## src/rtl/scs_pkg.sv

```systemverilog
// Package with the register map, field positions and timing constants of the serial port.
package scs_pkg;

  // Register addresses on the special function register port.
  localparam logic [7:0] CFG_ADDR  = 8'ha1;
  localparam logic [7:0] DATA_ADDR = 8'ha3;

  // Field positions in the configuration and status register.
  localparam int BUSY_BIT = 7;
  localparam int MSTR_BIT = 6;
  localparam int CPHA_BIT = 5;
  localparam int CPOL_BIT = 4;
  localparam int SEL_BIT  = 3;
  localparam int PIN_BIT  = 2;
  localparam int SHIFTER_EMPTY_BIT = 1;
  localparam int RXE_BIT  = 0;

  // Value that the configuration and status register shows after reset.
  localparam logic [7:0] CFG_RESET = 8'h07;
  localparam logic [7:0] RD_ZERO   = 8'h00;

  // Master bit period: the shortest bit time rounded up to whole clocks.
  localparam int CLK_PERIOD_NS = 10;
  localparam int MIN_BIT_NS    = 80;
  localparam int BIT_CYC       = (MIN_BIT_NS + CLK_PERIOD_NS - 1) / CLK_PERIOD_NS;
  localparam int HALF_CYC      = BIT_CYC / 2;
  localparam logic [2:0] CNT_ZERO   = 3'h0;
  localparam logic [2:0] CNT_LAST   = 3'(BIT_CYC - 1);
  localparam logic [2:0] CNT_SAMPLE = 3'(BIT_CYC - 2);
  localparam logic [2:0] CNT_HALF   = 3'(HALF_CYC);
  localparam logic [2:0] BIT_LAST   = 3'h7;

  // Data path sizes.
  localparam int BYTE_W     = 8;
  localparam int FIFO_DEPTH = 16;

  // Synchroniser reset levels: select idles high, clock, data in and data out idle low.
  localparam logic [3:0] SYNC_RESET = 4'h8;

  // Serial clock level for a master bit counter position; an idle port holds the polarity level.
  function automatic logic sck_level(input logic run, input logic [2:0] cnt, input logic cpha,
                                     input logic cpol);
    logic active;
    active = cpha ? (cnt < CNT_HALF) : (cnt >= CNT_HALF);
    return run ? (cpol ^ active) : cpol;
  endfunction

  typedef enum logic [0:0] {SCS_IDLE, SCS_RUN} scs_mst_state_t;

endpackage

```

## src/rtl/scs_sync.sv

```systemverilog
// Two flip-flop synchroniser for pins that arrive from outside the clock domain.
`timescale 1ns/1ps
module scs_sync #(
  parameter int           W       = 4,
  parameter logic [W-1:0] RST_VAL = '0
) (
  input  wire logic         mclk_in,
  input  wire logic         sys_rst_in,
  input  wire logic [W-1:0] async_in,
  output logic      [W-1:0] sync_out
);

  logic [W-1:0] meta_q;
  logic [W-1:0] meta_d;
  logic [W-1:0] sync_q;
  logic [W-1:0] sync_d;

  // The first stage feeds only the second stage.
  always_comb begin
    meta_d = async_in;
    sync_d = meta_q;
  end

  always_ff @(posedge mclk_in) begin
    if (sys_rst_in) begin
      meta_q <= RST_VAL;
      sync_q <= RST_VAL;
    end else begin
      meta_q <= meta_d;
      sync_q <= sync_d;
    end
  end

  assign sync_out = sync_q;

endmodule

```

## src/rtl/scs_fifo.sv

```systemverilog
// Synchronous FIFO with valid and ready on both sides.
`timescale 1ns/1ps
module scs_fifo #(
  parameter int WIDTH = 8,
  parameter int DEPTH = 16
) (
  input  wire logic             mclk_in,
  input  wire logic             sys_rst_in,
  input  wire logic             in_valid_in,
  output logic                  in_ready_out,
  input  wire logic [WIDTH-1:0] in_data_in,
  output logic                  out_valid_out,
  input  wire logic             out_ready_in,
  output logic      [WIDTH-1:0] out_data_out
);

  localparam int AW = $clog2(DEPTH);

  logic [WIDTH-1:0] mem_q [DEPTH];
  logic [AW-1:0]    wr_q;
  logic [AW-1:0]    wr_d;
  logic [AW-1:0]    rd_q;
  logic [AW-1:0]    rd_d;
  logic [AW:0]      cnt_q;
  logic [AW:0]      cnt_d;
  logic             push;
  logic             pop;

  // Pointers wrap at the depth; the count keeps full and empty honest.
  always_comb begin
    push = in_valid_in && (cnt_q != (AW + 1)'(DEPTH));
    pop  = out_ready_in && (cnt_q != '0);
    wr_d = push ? ((wr_q == AW'(DEPTH - 1)) ? '0 : wr_q + 1'b1) : wr_q;
    rd_d = pop ? ((rd_q == AW'(DEPTH - 1)) ? '0 : rd_q + 1'b1) : rd_q;
    cnt_d = cnt_q + (AW + 1)'(push) - (AW + 1)'(pop);
  end

  always_ff @(posedge mclk_in) begin
    if (sys_rst_in) begin
      wr_q  <= '0;
      rd_q  <= '0;
      cnt_q <= '0;
    end else begin
      wr_q  <= wr_d;
      rd_q  <= rd_d;
      cnt_q <= cnt_d;
    end
  end

  // Storage has no reset so it can map onto plain memory.
  always_ff @(posedge mclk_in) begin
    if (push) begin
      mem_q[wr_q] <= in_data_in;
    end
  end

  assign in_ready_out  = (cnt_q != (AW + 1)'(DEPTH));
  assign out_valid_out = (cnt_q != '0);
  assign out_data_out  = mem_q[rd_q];

endmodule

```

## src/rtl/scs_cfg_status.sv

```systemverilog
// Serial port configuration and status register with its shift engine for master and slave roles.
// Overview of operation
// RULE_01 - Busy bit reads one while a serial transfer runs, master or slave.
// RULE_02 - Master enable bit: zero selects slave role, one selects master role.
// RULE_03 - Clock phase bit: data centred on first edge when zero, second when one.
// RULE_04 - Clock polarity bit: serial clock idles low when zero, high when one.
// RULE_05 - Selected flag is one while de-glitched select is low, zero while high.
// RULE_06 - A read returns the unfiltered select pin level in its own bit.
// RULE_07 - Slave shift-empty sets once shifter, transmit and receive hand-offs are idle.
// RULE_08 - Shift-empty clears on transmit load into shifter or any serial clock transition; code counts clock transitions only while enabled, slave and selected.
// RULE_09 - Shift-empty always reads one in master role.
// RULE_10 - Receive-empty reads zero while an unread byte waits, otherwise one.
// RULE_11 - Receive-empty always reads one in master role.
// RULE_12 - Slave samples incoming data at the middle of each bit.
// RULE_13 - Master samples incoming data one clock before each bit period ends.
// RULE_14 - After reset the register reads with its three lowest bits set.
// RULE_15 - Outside master holds select low to enable; its falling edge clears bit count.
// RULE_16 - Select passes two clock flip-flops before the flag and enable logic see it.
`timescale 1ns/1ps
module scs_cfg_status (
  input  wire logic                      mclk_in,
  input  wire logic                      sys_rst_in,
  input  wire logic [7:0]                sfr_addr_in,
  input  wire logic                      sfr_wr_in,
  input  wire logic                      sfr_rd_in,
  input  wire logic [scs_pkg::BYTE_W-1:0] sfr_wdata_in,
  output logic      [scs_pkg::BYTE_W-1:0] sfr_rdata_out,
  input  wire logic                      spi_enable_in,
  input  wire logic                      slave_select_n_in,
  input  wire logic                      sck_pin_in,
  output logic                           sck_out,
  output logic                           sck_oe_out,
  input  wire logic                      mosi_pin_in,
  output logic                           mosi_out,
  output logic                           mosi_oe_out,
  input  wire logic                      miso_pin_in,
  output logic                           miso_out,
  output logic                           miso_oe_out
);
  import scs_pkg::*;

  logic [3:0]        syn;
  logic              syn_nss;
  logic              syn_sck;
  logic              syn_mosi;
  logic              syn_miso;
  logic              fifo_in_ready;
  logic              fifo_out_valid;
  logic [BYTE_W-1:0] fifo_out_data;

  // Configuration bits written by software.
  logic master_q, master_d, cpha_q, cpha_d, cpol_q, cpol_d;
  // Select filter state.
  logic nss_prev_q, nss_prev_d, nss_filt_q, nss_filt_d;
  // Shift engine state.
  scs_mst_state_t    m_state_q, m_state_d;
  logic [2:0]        cnt_q, cnt_d, bitcnt_q, bitcnt_d;
  logic [BYTE_W-1:0] sh_q, sh_d, tx_buf_q, tx_buf_d, rx_hold_q, rx_hold_d;
  logic              sh_loaded_q, sh_loaded_d, tx_full_q, tx_full_d, rx_pend_q, rx_pend_d;
  logic              shifter_empty_q, shifter_empty_d, sck_prev_q, sck_prev_d, busy_q, busy_d;
  // Registered pin and bus outputs.
  logic              sck_q, sck_d, sck_oe_q, sck_oe_d, mosi_q, mosi_d, mosi_oe_q, mosi_oe_d;
  logic              miso_q, miso_d, miso_oe_q, miso_oe_d;
  logic [BYTE_W-1:0] rdata_q, rdata_d, status_w;
  // Decoded events.
  logic wr_cfg, wr_dat, rd_cfg, rd_dat, slave_act, sck_edge, samp_s, samp_m, samp, in_bit, tx_load;

  // All pins pass two flip-flops before any logic reads them.
  scs_sync #(.W(4), .RST_VAL(SYNC_RESET)) u_sync (
    .mclk_in    (mclk_in),
    .sys_rst_in (sys_rst_in),
    .async_in   ({slave_select_n_in, sck_pin_in, mosi_pin_in, miso_pin_in}),
    .sync_out   (syn)
  );
  assign syn_nss  = syn[3]; // [RULE_16]
  assign syn_sck  = syn[2];
  assign syn_mosi = syn[1];
  assign syn_miso = syn[0];

  // Received bytes queue here; a full queue holds the next byte back in the pending stage.
  scs_fifo #(.WIDTH(BYTE_W), .DEPTH(FIFO_DEPTH)) u_rx_fifo (
    .mclk_in       (mclk_in),
    .sys_rst_in    (sys_rst_in),
    .in_valid_in   (rx_pend_q),
    .in_ready_out  (fifo_in_ready),
    .in_data_in    (rx_hold_q),
    .out_valid_out (fifo_out_valid),
    .out_ready_in  (rd_dat),
    .out_data_out  (fifo_out_data)
  );

  // Status view of the register; master role forces both empty flags high.
  always_comb begin
    status_w           = RD_ZERO;
    status_w[BUSY_BIT] = busy_q;                         // [RULE_01]
    status_w[MSTR_BIT] = master_q;
    status_w[CPHA_BIT] = cpha_q;
    status_w[CPOL_BIT] = cpol_q;
    status_w[SEL_BIT]  = ~nss_filt_q;                    // [RULE_05]
    status_w[PIN_BIT]  = syn_nss;                        // [RULE_06]
    status_w[SHIFTER_EMPTY_BIT] = master_q | shifter_empty_q;              // [RULE_09]
    status_w[RXE_BIT]  = master_q | ~fifo_out_valid;     // [RULE_10] [RULE_11]
  end

  // Register port decode, configuration writes, read data and select filter.
  always_comb begin
    wr_cfg   = sfr_wr_in && (sfr_addr_in == CFG_ADDR);
    wr_dat   = sfr_wr_in && (sfr_addr_in == DATA_ADDR);
    rd_cfg   = sfr_rd_in && (sfr_addr_in == CFG_ADDR);
    rd_dat   = sfr_rd_in && (sfr_addr_in == DATA_ADDR);
    master_d = wr_cfg ? sfr_wdata_in[MSTR_BIT] : master_q; // [RULE_02]
    cpha_d   = wr_cfg ? sfr_wdata_in[CPHA_BIT] : cpha_q;
    cpol_d   = wr_cfg ? sfr_wdata_in[CPOL_BIT] : cpol_q;
    // A new select level is taken only after two agreeing synchronised samples.
    nss_prev_d = syn_nss;
    nss_filt_d = (syn_nss == nss_prev_q) ? syn_nss : nss_filt_q; // [RULE_05]
    // Unmapped reads answer zero; the last answer holds between reads.
    rdata_d = rdata_q;
    if (sfr_rd_in) begin
      rdata_d = rd_cfg ? status_w : (rd_dat ? fifo_out_data : RD_ZERO);
    end
  end

  always_ff @(posedge mclk_in) begin
    if (sys_rst_in) begin
      master_q   <= CFG_RESET[MSTR_BIT]; // [RULE_14]
      cpha_q     <= CFG_RESET[CPHA_BIT];
      cpol_q     <= CFG_RESET[CPOL_BIT];
      nss_prev_q <= CFG_RESET[PIN_BIT];
      nss_filt_q <= CFG_RESET[PIN_BIT];
      rdata_q    <= RD_ZERO;
    end else begin
      master_q   <= master_d;
      cpha_q     <= cpha_d;
      cpol_q     <= cpol_d;
      nss_prev_q <= nss_prev_d;
      nss_filt_q <= nss_filt_d;
      rdata_q    <= rdata_d;
    end
  end

  // Shift engine for both roles. Bits shift at the sampling point; the far end has already
  // latched the outgoing bit by then, and the new bit settles well before its own sample.
  always_comb begin
    m_state_d   = m_state_q;
    cnt_d       = cnt_q;
    bitcnt_d    = bitcnt_q;
    sh_d        = sh_q;
    tx_buf_d    = tx_buf_q;
    rx_hold_d   = rx_hold_q;
    sh_loaded_d = sh_loaded_q;
    tx_full_d   = tx_full_q;
    rx_pend_d   = rx_pend_q;
    tx_load     = 1'b0;
    slave_act   = spi_enable_in && !master_q && !nss_filt_q;
    sck_prev_d  = syn_sck;
    sck_edge    = slave_act && (syn_sck != sck_prev_q);
    // Sample on the leading edge for phase zero and on the trailing edge for phase one.
    samp_s      = sck_edge && ((syn_sck != cpol_q) != cpha_q);             // [RULE_12] [RULE_03]
    samp_m      = (m_state_q == SCS_RUN) && (cnt_q == CNT_SAMPLE);         // [RULE_13]
    samp        = samp_s || samp_m;
    in_bit      = master_q ? syn_miso : syn_mosi;
    // The pending byte moves into the queue as soon as the queue has room.
    if (rx_pend_q && fifo_in_ready) begin
      rx_pend_d = 1'b0;
    end
    if (samp) begin
      sh_d     = {sh_q[BYTE_W-2:0], in_bit};
      bitcnt_d = bitcnt_q + 3'h1;
      if (bitcnt_q == BIT_LAST) begin
        sh_loaded_d = 1'b0;
        if (!rx_pend_d) begin
          rx_pend_d = 1'b1;
          rx_hold_d = {sh_q[BYTE_W-2:0], in_bit};
        end
      end
    end
    // Writes to a full transmit buffer are dropped.
    if (wr_dat && !tx_full_q) begin
      tx_buf_d  = sfr_wdata_in;
      tx_full_d = 1'b1;
    end
    if (tx_full_q && !sh_loaded_d && (bitcnt_d == CNT_ZERO)) begin
      sh_d        = tx_buf_q;
      sh_loaded_d = 1'b1;
      tx_full_d   = wr_dat;
      tx_load     = 1'b1;
    end
    // A falling select edge in slave role or a disabled port restarts the bit count.
    if ((nss_filt_q && !nss_filt_d && !master_q) || !spi_enable_in) begin // [RULE_15]
      bitcnt_d = CNT_ZERO;
    end
    // Master sequencer: one bit period is BIT_CYC clocks, back to back while data remains.
    case (m_state_q)
      SCS_IDLE: begin
        cnt_d = CNT_ZERO;
        if (master_q && spi_enable_in && sh_loaded_q) begin
          m_state_d = SCS_RUN;
          bitcnt_d  = CNT_ZERO;
        end
      end
      SCS_RUN: begin
        cnt_d = cnt_q + 3'h1;
        if (cnt_q == CNT_LAST) begin
          cnt_d = CNT_ZERO;
          if ((bitcnt_q == CNT_ZERO && !sh_loaded_q) || !master_q || !spi_enable_in) begin
            m_state_d = SCS_IDLE;
          end
        end
      end
      default: begin
        m_state_d = SCS_IDLE;
      end
    endcase
    // Shift-empty: set when nothing waits anywhere and the clock rests; cleared by a load or edge.
    shifter_empty_d = shifter_empty_q;
    if (tx_load || sck_edge) begin
      shifter_empty_d = 1'b0;                                                        // [RULE_08]
    end else if (!sh_loaded_q && !tx_full_q && !rx_pend_q && (bitcnt_q == CNT_ZERO)
                 && (syn_sck == cpol_q)) begin
      shifter_empty_d = 1'b1;                                                        // [RULE_07]
    end
    busy_d    = (m_state_d == SCS_RUN) || (slave_act && ((bitcnt_d != CNT_ZERO) || (syn_sck != cpol_q))); // [RULE_01]
    sck_d     = sck_level(m_state_d == SCS_RUN, cnt_d, cpha_q, cpol_q);    // [RULE_03] [RULE_04]
    sck_oe_d  = master_q && spi_enable_in;                                  // [RULE_02]
    mosi_d    = sh_d[BYTE_W-1];
    mosi_oe_d = master_q && spi_enable_in;
    miso_d    = sh_d[BYTE_W-1];
    miso_oe_d = spi_enable_in && !master_q && !nss_filt_d;
  end

  always_ff @(posedge mclk_in) begin
    if (sys_rst_in) begin
      m_state_q   <= SCS_IDLE;
      cnt_q       <= CNT_ZERO;
      bitcnt_q    <= CNT_ZERO;
      sh_q        <= RD_ZERO;
      tx_buf_q    <= RD_ZERO;
      rx_hold_q   <= RD_ZERO;
      sh_loaded_q <= 1'b0;
      tx_full_q   <= 1'b0;
      rx_pend_q   <= 1'b0;
      shifter_empty_q      <= CFG_RESET[SHIFTER_EMPTY_BIT];
      sck_prev_q  <= 1'b0;
      busy_q      <= CFG_RESET[BUSY_BIT];
      sck_q       <= 1'b0;
      sck_oe_q    <= 1'b0;
      mosi_q      <= 1'b0;
      mosi_oe_q   <= 1'b0;
      miso_q      <= 1'b0;
      miso_oe_q   <= 1'b0;
    end else begin
      m_state_q   <= m_state_d;
      cnt_q       <= cnt_d;
      bitcnt_q    <= bitcnt_d;
      sh_q        <= sh_d;
      tx_buf_q    <= tx_buf_d;
      rx_hold_q   <= rx_hold_d;
      sh_loaded_q <= sh_loaded_d;
      tx_full_q   <= tx_full_d;
      rx_pend_q   <= rx_pend_d;
      shifter_empty_q      <= shifter_empty_d;
      sck_prev_q  <= sck_prev_d;
      busy_q      <= busy_d;
      sck_q       <= sck_d;
      sck_oe_q    <= sck_oe_d;
      mosi_q      <= mosi_d;
      mosi_oe_q   <= mosi_oe_d;
      miso_q      <= miso_d;
      miso_oe_q   <= miso_oe_d;
    end
  end

  assign sfr_rdata_out = rdata_q;
  assign sck_out       = sck_q;
  assign sck_oe_out    = sck_oe_q;
  assign mosi_out      = mosi_q;
  assign mosi_oe_out   = mosi_oe_q;
  assign miso_out      = miso_q;
  assign miso_oe_out   = miso_oe_q;
endmodule

```

## config.mk

```make
export PLATFORM = sky130hd
export DESIGN_NAME = scs_cfg_status
export DESIGN_NICKNAME = d
export VERILOG_FILES = /design/src/rtl/scs_pkg.sv /design/src/rtl/scs_sync.sv /design/src/rtl/scs_fifo.sv /design/src/rtl/scs_cfg_status.sv
export SDC_FILE = /design/constraint.sdc
export NUM_CORES = 1
export LEC_CHECK = 0
export BUFFER_PORTS_ARGS = -buffer_cell sky130_fd_sc_hd__buf_2
export CORE_UTILIZATION = 44
export CTS_CLUSTER_SIZE = 14
export DETAILED_ROUTE_END_ITERATION = 6
export PLACE_DENSITY = 0.67
export SLEW_MARGIN = 30
export SYNTH_ARGS = -nofsm -noshare
export SYNTH_HDL_FRONTEND = slang
export SYNTH_HIERARCHICAL = 1
export SYNTH_SLANG_ARGS = --single-unit
export TNS_END_PERCENT = 20
```

## constraint.sdc

```tcl
create_clock -name mclk_in -period 3.16 [get_ports mclk_in]
set_input_delay 0.632 -clock mclk_in [delete_from_list [all_inputs] [get_ports mclk_in]]
set_output_delay 0.632 -clock mclk_in [all_outputs]
set_load 0.02 [all_outputs]
```

==> reports/results.ini, run 1 <==
[sta]
finalHoldViolCount = 0
post-route-min-period_ps = 2930
finalCritPeriodShare = 0.929
maxSlewHeadroom = 0.475
hold_slack_ps = 313
setup_violations = 0
final_max_slew_viol_count = 0
worstMarginPinSlew_ps = 786
fmax_mhz = 341
fin_worst_skew_ps = 21.1
rsz0062_at_grt = no

[worst_hold_path]
hold_end = u_sync/meta_q[3]
min-delay-start = slave_select_n_in
hold_depth = 2
hold_class = primary input to flop

[synthesis]
syn_nets = 609
ys_seq_elements = 206
synth_cell_types = 63
synth_edf_count = 128
syn_inst = 566
synth_async_sr_flop_share = 0
yosysWarningCount = 6
synth_area_per_cell_sq_um = 15.1
syn_area_sq_mm = 0.00852
synth_ff_type = edfxtp_1
synth_seq_area_share = 0.634

[die]
die_h_um = 141
initial_core_util = 0.453
die_area_sq_mm = 0.0199
ios = 39
num_rows = 50
core_area_sq_mm = 0.0188
die_width_um = 141

[drt]
ant_nets = 0
totalWireLength_um = 17000
dr.pass1.iters = 5
initialDrtViolationCount = 350
avgRoutedWirePerCell_um = 19.2
viasPerCell = 5.37
route.detailed.drc = 0
vias = 4756

[cts]
clkLatencyLatePin_ps = 510
cts_resized = 0
post_cts_buffers = 0
cts_inserted_buffers = 22
tritoncts = built
ctsHtreeMaxLevel = 1
holdBufCountCts = 0
cts_sinks = 206
path_clk_slew_ps = 70
cts_buffer_depth = 3
cts_root_buffer = clkbuf_16

[critical_path]
rrSetupSlack_ps = 230
crit_path_start_kind = flop
timing.rr.start = u_rx_fifo/cnt_q[2]
path_class = flop to flop
r2r-end = u_rx_fifo/cnt_q[4]
cp.arrival_ps = 3280
critPathMaxFanout = 5
endpoint_kind = flop
reg2reg_depth = 14
critPathRequiredTime_ps = 3510

[cells_and_area]
post-route-util = 0.517
area_growth_pct = 14.2
layout.nets = 652
diodes = 0
mostFrequentLayoutCells = edfxtp_1 (128), dfxtp_1 (77), buf_2 (38)
drive_above_1_share = 0.206
final_common_cell = edfxtp_1

[place]
dp_hpwl_um = 11200
port_buffers = 38
gp_congestion = 0.757

[run_status]
status = finished clean

[grt]
grt_pass1_wl_um = 26400
grt_use_total = 0.175
grt-ovfl-total = 0
first_global_vias = 4819
antenna_found_initial = 0
grt_max_degree = 40

[run]
maxCapViolCount = 0

[power]
p_per_area_mw_per_mm2 = 576
ir_drop_uv = 350
p_leak_uw = 0.00310

-- state kept, by name, summed over array words and instances, names as in the netlist, 5 cells and up, named ones only --
signal           count
u_rx_fifo/mem_q    128
sh_q                 7
tx_buf_q             8
sfr_rdata_out        8
rx_hold_q            8
u_rx_fifo/cnt_q      5
-- worst max path at each step --
stage                             startpoint            endpoint  slack [ps]  depth (start not counted)
after floorplan               sfr_addr_in[4]  u_rx_fifo/cnt_q[4]          80                         15
after global placement        sfr_addr_in[4]  u_rx_fifo/cnt_q[4]         110                         15
after detailed placement      sfr_addr_in[4]  u_rx_fifo/cnt_q[4]         -40                         15
after CTS                 u_rx_fifo/cnt_q[2]  u_rx_fifo/cnt_q[4]         160                         14
after global routing      u_rx_fifo/cnt_q[2]  u_rx_fifo/cnt_q[4]          30                         14
final                     u_rx_fifo/cnt_q[2]  u_rx_fifo/cnt_q[4]         230                         14
-- cells by family (layout without fill, tap and decap cells) --
kind of cell	Yosys count	in the layout	synth area share
DFF	206	206	0.634
and+or+nand+nor	153	153	0.106
AOI/OAI and AO/OA	69	69	0.0596
muxes	68	68	0.134
buffers and inverters	43	102	0.0272
adders and majority gates	18	18	0.0273
xor gates and xnor gates	9	9	0.0112
-- report_power, final --
| group | internal [uW] | total [uW] | switching (uW) | leakage (uW) |
|---|---|---|---|---|
| registers | 2830 | 2830 | 2.75 | 0.00151 |
| logic | 25.3 | 58.9 | 33.6 | 0.00121 |
| clock network | 1700 | 2710 | 1010 | 0.000384 |
-- worst max-delay path, cell delays in order, from the launching register on --
cell and delay, ps:
dfxtp_1 320, inv_1 80, ha_1 160, or4b_4 510, nand2_1 170, inv_1 60, ha_1 290, inv_1 60
ha_1 160, inv_1 60, fa_1 400, nor2b_2 170, o21bai_1 100, a21oi_1 160, nor3b_1 60
-- cell usage after synthesis (10+ instances only) --
cell / n / area (sq um)
edfxtp_1: 128 / 3840
dfxtp_1: 78 / 1560
nor2_1: 37 / 139
mux2i_1: 30 / 300
a21oi_1: 22 / 110
nand2_1: 22 / 82.6
mux4_2: 18 / 405
ha_1: 17 / 213
a22oi_1: 16 / 120
nand3_1: 15 / 75.1
nor2b_1: 15 / 93.8
and2_1: 14 / 87.6
inv_1: 14 / 52.6
mux4_1: 14 / 368
clkbuf_1: 12 / 45.0
nand2b_1: 10 / 62.6
-- through the flow --
step	instances	TNS, ps	instance area [sq um]	power [uW]	setup WS (ps)
global route	885	0	9740	5760	30.8
finish	885	0	9740	5600	226
floorplan	566	0	8520	2920	77.1
detailed placement	845	-40.9	8950	2950	-40.9
global placement	845	0	8950	2950	113
CTS	885	0	9730	5650	162
-- final cells by class --
class	count	area [sq um]
Timing Repair Buffer	47	270
Inverter	15	57.6
Sequential cell	206	5410
Fill cell	1536	9090
Clock inverter	11	165
Clock buffer	29	617
Multi-Input combinational cell	317	2890
Tap cell	260	325
-- routing by layer --
layer / wire, um / vias to the layer above / track usage / share of wire
li1: - / 2235 / - / -
met1: 7680 / 2403 / 0.231 / 0.45
met2: 8360 / 91 / 0.297 / 0.49
met3: 608 / 27 / 0.0275 / 0.036
met4: 308 / 0 / 0.0498 / 0.018
met5: 0 / - / 0 / 0
No activity file was read; power rests on OpenSTA's default activity.
==> run 2, diff against run 1 <==
MAX_ROUTING_LAYER = met4   (was default)
==> reports/results.ini, run 2 (synthesis gave the netlist of run 1 again) <==
[sta]
finalHoldViolCount = 0  ; unchanged
fmax_mhz = 342  ; was 341 MHz
post-route-min-period_ps = 2920  ; was 2930 ps
final_max_slew_viol_count = 0  ; unchanged
setup_violations = 0  ; unchanged
worstMarginPinSlew_ps = 755  ; was 786 ps
finalCritPeriodShare = 0.925  ; was 0.929
fin_tns_setup_ps = 0  ; unchanged
rsz0062_at_grt = no  ; unchanged
maxSlewHeadroom = 0.496  ; was 0.475
fin_worst_skew_ps = 19.3  ; was 21.1 ps

[cts]
tritoncts = built  ; unchanged
cts_root_buffer = clkbuf_16  ; unchanged
cts_sinks = 206  ; unchanged
path_clk_slew_ps = 60  ; was 70 ps
cts_inserted_buffers = 22  ; unchanged
cts_buffer_depth = 3  ; unchanged
ctsHtreeMaxLevel = 1  ; unchanged
clkLatencyLatePin_ps = 510  ; about the same
post_cts_buffers = 0  ; unchanged

[power]
ir_drop_uv = 349  ; was 350 uV
p_per_area_mw_per_mm2 = 575  ; was 576 mW/mm^2
p_leak_uw = 0.00310  ; unchanged
power.total_uw = 5600  ; about the same

[cells_and_area]
drive_above_1_share = 0.206  ; unchanged
filler_cell_count = 1536  ; unchanged
final_cell_count_no_fill = 885  ; unchanged
layout.nets = 652  ; unchanged
final_common_cell = edfxtp_1  ; unchanged
mostFrequentLayoutCells = edfxtp_1 (128), dfxtp_1 (77), buf_2 (38)  ; unchanged
largest_reg_flops = 128  ; unchanged
post-route-util = 0.517  ; unchanged
area_growth_pct = 14.2  ; unchanged
diodes = 0  ; unchanged
max_flop_register = u_rx_fifo/mem_q  ; unchanged

[place]
place_inst = 845  ; unchanged
gp_congestion = 0.767  ; was 0.757
dp_hpwl_um = 11200  ; unchanged
port_buffers = 38  ; unchanged

[grt]
first_global_vias = 4809  ; was 4819
antenna_found_initial = 0  ; unchanged
grt_max_degree = 40  ; unchanged
grt-ovfl-total = 0  ; unchanged
grt_pass1_wl_um = 26300  ; was 26400 um
grt_use_total = 0.180  ; was 0.175

[critical_path]
cp_cell_sequence = inv_1 > ha_1 > or4b_4 > nand2_1 > inv_1 > ha_1 > inv_1 > ha_1 > inv_1 > fa_1 > nor2b_2 > o21bai_1 > a21oi_1 > nor3b_1  ; unchanged
endpoint_kind = flop  ; unchanged
critPathSlowestCell = or4b_4  ; unchanged
path_common_cell = inv_1  ; unchanged
path_class = flop to flop  ; unchanged
critPathRequiredTime_ps = 3510  ; about the same
critPathMaxFanout = 5  ; unchanged
cp.arrival_ps = 3270  ; was 3280 ps
crit_path_start_kind = flop  ; unchanged
slowest_delay_ps = 510  ; about the same

[drt]
ant_nets = 0  ; unchanged
dr.pass1.iters = 4  ; was 5
totalWireLength_um = 16900  ; was 17000 um
vias = 4738  ; was 4756
avgRoutedWirePerCell_um = 19.1  ; was 19.2 um
viasPerCell = 5.35  ; was 5.37
initialDrtViolationCount = 339  ; was 350
route.detailed.drc = 0  ; unchanged

[die]
die_width_um = 141  ; unchanged
core_area_sq_mm = 0.0188  ; unchanged
die_h_um = 141  ; unchanged
ios = 39  ; unchanged
initial_core_util = 0.453  ; unchanged
die_area_sq_mm = 0.0199  ; unchanged
num_rows = 50  ; unchanged

[run]
maxCapViolCount = 0  ; unchanged

[worst_hold_path]
hold_class = primary input to flop  ; unchanged

[run_status]
status = finished clean  ; unchanged

run 2: power breakdown:
part           internal (uW)  switching, uW
combinational           25.3           33.6
sequential              2830           2.78
clock                   1700           1010
total                   4560           1050
run 2: worst max-delay path: cells and delay by family (launching register included):
kind,cells,cell delay (ps)
buffers and inverters,4,260
and+or+nand+nor,4,910
adders and majority gates,4,1010
AOI/OAI and AO/OA,2,260
DFF,1,320
run 2: through the flow:
step,hold slack (ps),setup WS [ps],instance area (sq um)
CTS,300,162,9730
floorplan,383,77.1,8520
finish,309,239,9740
global route,303,30.8,9740
global placement,392,113,8950
detailed placement,403,-40.9,8950
run 2: worst paths after layout:
path | startpoint | to | slack, ps | depth (start not counted)
worst max-delay path | u_rx_fifo/cnt_q[2] | u_rx_fifo/cnt_q[4] | 240 | 14
worst min register to register | u_sync/meta_q[3] | u_sync/sync_out[3] | 410 | 1
worst max register to register | u_rx_fifo/cnt_q[2] | u_rx_fifo/cnt_q[4] | 240 | 14
worst min-delay path | slave_select_n_in | u_sync/meta_q[3] | 310 | 2
run 2: cell type report:
type,count,area (sq um),share of cell area
repair buffers,47,270,0.0278
multi-input cells,317,2890,0.297
clock inverters,11,165,0.0170
flip-flops and latches,206,5410,0.555
well taps,260,325,0.0334
clock buffers,29,617,0.0634
inverters,15,57.6,0.00591
run 2: routing by layer:
layer	share of wire	routed length, um	global-route usage	vias to the layer above
met5	0	0	-	-
met4	0.018	304	0.0498	0
met3	0.044	744	0.0275	24
met2	0.50	8420	0.295	102
met1	0.44	7460	0.233	2376
li1	-	-	-	2236
run 2: timing repair:
action | 4_1_cts | 5_1_grt
gates resized for setup | 0 | 2
hold buffers | 0 | 0
endpoints found under the setup margin | 0 | 1
==> run 3, diff against run 2 <==
CORE_MARGIN = 2   (was default)
==> reports/results.ini, run 3 (synthesis gave the netlist of run 1 again) <==
[run_status]
status = finished clean  ; unchanged

[run]
maxCapViolCount = 0  ; unchanged

[sta]
finalCritPeriodShare = 0.914  ; was 0.925
rsz0062_at_grt = no  ; unchanged
worstMarginPinSlew_ps = 801  ; was 755 ps
setup_violations = 0  ; unchanged
finalWorstSetupSlack_ps = 271  ; was 239 ps
maxSlewHeadroom = 0.465  ; was 0.496
fmax_mhz = 346  ; was 342 MHz
finalHoldViolCount = 0  ; unchanged
post-route-min-period_ps = 2890  ; was 2920 ps
fin_tns_setup_ps = 0  ; unchanged
fin_worst_skew_ps = 11.9  ; was 19.3 ps
final_max_slew_viol_count = 0  ; unchanged

[drt]
totalWireLength_um = 17400  ; was 16900 um
vias = 4817  ; was 4738
route.detailed.drc = 0  ; unchanged
ant_nets = 0  ; unchanged
dr.pass1.iters = 4  ; unchanged
avgRoutedWirePerCell_um = 19.7  ; was 19.1 um
viasPerCell = 5.43  ; was 5.35
initialDrtViolationCount = 383  ; was 339

[cells_and_area]
post-route-util = 0.516  ; was 0.517
drive_above_1_share = 0.207  ; was 0.206
finalInstanceArea_sq_mm = 0.00972  ; was 0.00974 sq mm
max_flop_register = u_rx_fifo/mem_q  ; unchanged
largest_reg_flops = 128  ; unchanged
layout.nets = 654  ; was 652
diodes = 0  ; unchanged
area_growth_pct = 14.0  ; was 14.2%
mostFrequentLayoutCells = edfxtp_1 (128), dfxtp_1 (77), buf_2 (38)  ; unchanged
filler_cell_count = 1550  ; was 1536
final_common_cell = edfxtp_1  ; unchanged

[grt]
first_global_vias = 4730  ; was 4809
antenna_found_initial = 0  ; unchanged
grt_use_total = 0.177  ; was 0.180
grt_max_degree = 33  ; was 40
grt_pass1_wl_um = 26700  ; was 26300 um
grt-ovfl-total = 0  ; unchanged

[critical_path]
cp_top_family = adder cells  ; unchanged
slowest_delay_ps = 550  ; was 510 ps
cp.arrival_ps = 3260  ; was 3270 ps
cp.depth = 14  ; unchanged
cp_cell_sequence = inv_1 > ha_1 > or4b_1 > nand2_1 > inv_1 > ha_1 > inv_1 > ha_1 > inv_1 > fa_1 > nor2b_1 > o21bai_1 > a21oi_1 > nor3b_1  ; was inv_1 > ha_1 > or4b_4 > nand2_1 > inv_1 > ha_1 > inv_1 > ha_1 > inv_1 > fa_1 > nor2b_2 > o21bai_1 > a21oi_1 > nor3b_1
critPathMaxFanout = 5  ; unchanged
endpoint_kind = flop  ; unchanged
path_class = flop to flop  ; unchanged
critPathRequiredTime_ps = 3530  ; was 3510 ps
path_common_cell = inv_1  ; unchanged
path_buf_inv = 4  ; unchanged
crit_path_start_kind = flop  ; unchanged
reg2reg_depth = 14  ; unchanged
critPathSlowestCell = or4b_1  ; was or4b_4

[power]
power.total_uw = 5500  ; was 5600 uW
ir_drop_uv = 318  ; was 349 uV
p_leak_uw = 0.00310  ; about the same
p_per_area_mw_per_mm2 = 566  ; was 575 mW/mm^2

[die]
num_rows = 50  ; unchanged
die_area_sq_mm = 0.0205  ; was 0.0199 sq mm
ios = 39  ; unchanged
initial_core_util = 0.453  ; unchanged
core_area_sq_mm = 0.0188  ; unchanged
die_h_um = 143  ; was 141 um
die_width_um = 143  ; was 141 um

[cts]
clkLatencyLatePin_ps = 500  ; was 510 ps
ctsHtreeMaxLevel = 1  ; unchanged
tritoncts = built  ; unchanged
cts_buffer_depth = 3  ; unchanged
cts_resized = 0  ; unchanged
holdBufCountCts = 0  ; unchanged
path_clk_slew_ps = 60  ; about the same
post_cts_buffers = 0  ; unchanged
cts_root_buffer = clkbuf_16  ; unchanged
cts_inserted_buffers = 22  ; unchanged
cts_sinks = 206  ; unchanged

[place]
dp_hpwl_um = 11500  ; was 11200 um
pre_cts_ws_ps = 15.6  ; was -40.9 ps
dpl_cell_area_sq_mm = 0.00896  ; was 0.00895 sq mm
gp_congestion = 0.747  ; was 0.767
port_buffers = 38  ; unchanged

[worst_hold_path]
hold_class = primary input to flop  ; unchanged
hold_depth = 2  ; unchanged

## run 3: changes by cell type in the layout (fill, tap and decap cells not counted), sizes merged
cell    before  now
bufinv       4    2
buf         47   49
clkinv       6    5
clkbuf      29   32
## run 3: area by class of cell
| cell class | count | area (sq um) | area share |
|---|---|---|---|
| sequential | 206 | 5410 | 0.556 |
| multi-input combinational | 317 | 2890 | 0.297 |
| clock buffer | 32 | 661 | 0.0680 |
| tap | 260 | 325 | 0.0335 |
| timing repair buffer | 49 | 285 | 0.0294 |
| clock inverter | 8 | 92.6 | 0.00953 |
| inverter | 15 | 57.6 | 0.00592 |
## run 3: worst paths after layout
kind                                          from                  to  slack, ps
worst min-delay path                   mosi_pin_in    u_sync/meta_q[1]        350
worst max-delay path            u_rx_fifo/cnt_q[3]  u_rx_fifo/cnt_q[4]        270
worst max register to register  u_rx_fifo/cnt_q[3]  u_rx_fifo/cnt_q[4]        270
worst min register to register    u_sync/meta_q[3]  u_sync/sync_out[3]        410
## run 3: routing by layer
| metal | wire length [um] | share of wire | global-route usage | up-vias |
|---|---|---|---|---|
| met2 | 8770 | 0.50 | 0.294 | 95 |
| met3 | 754 | 0.043 | 0.0342 | 15 |
| met4 | 214 | 0.012 | 0.0401 | 0 |
| met1 | 7690 | 0.44 | 0.227 | 2476 |
| li1 | - | - | - | 2231 |
| met5 | 0 | 0 | - | - |
## run 3: power breakdown
group          internal [uW]  leakage, uW  switching (uW)
Combinational           26.1      0.00122            34.5
Clock                   1610     0.000375             997
Sequential              2830      0.00151            2.68
## run 3: per-stage QoR
step,hold slack (ps),instances
floorplan,383,566
global placement,394,847
global route,344,887
detailed placement,400,847
CTS,334,887
finish,345,887
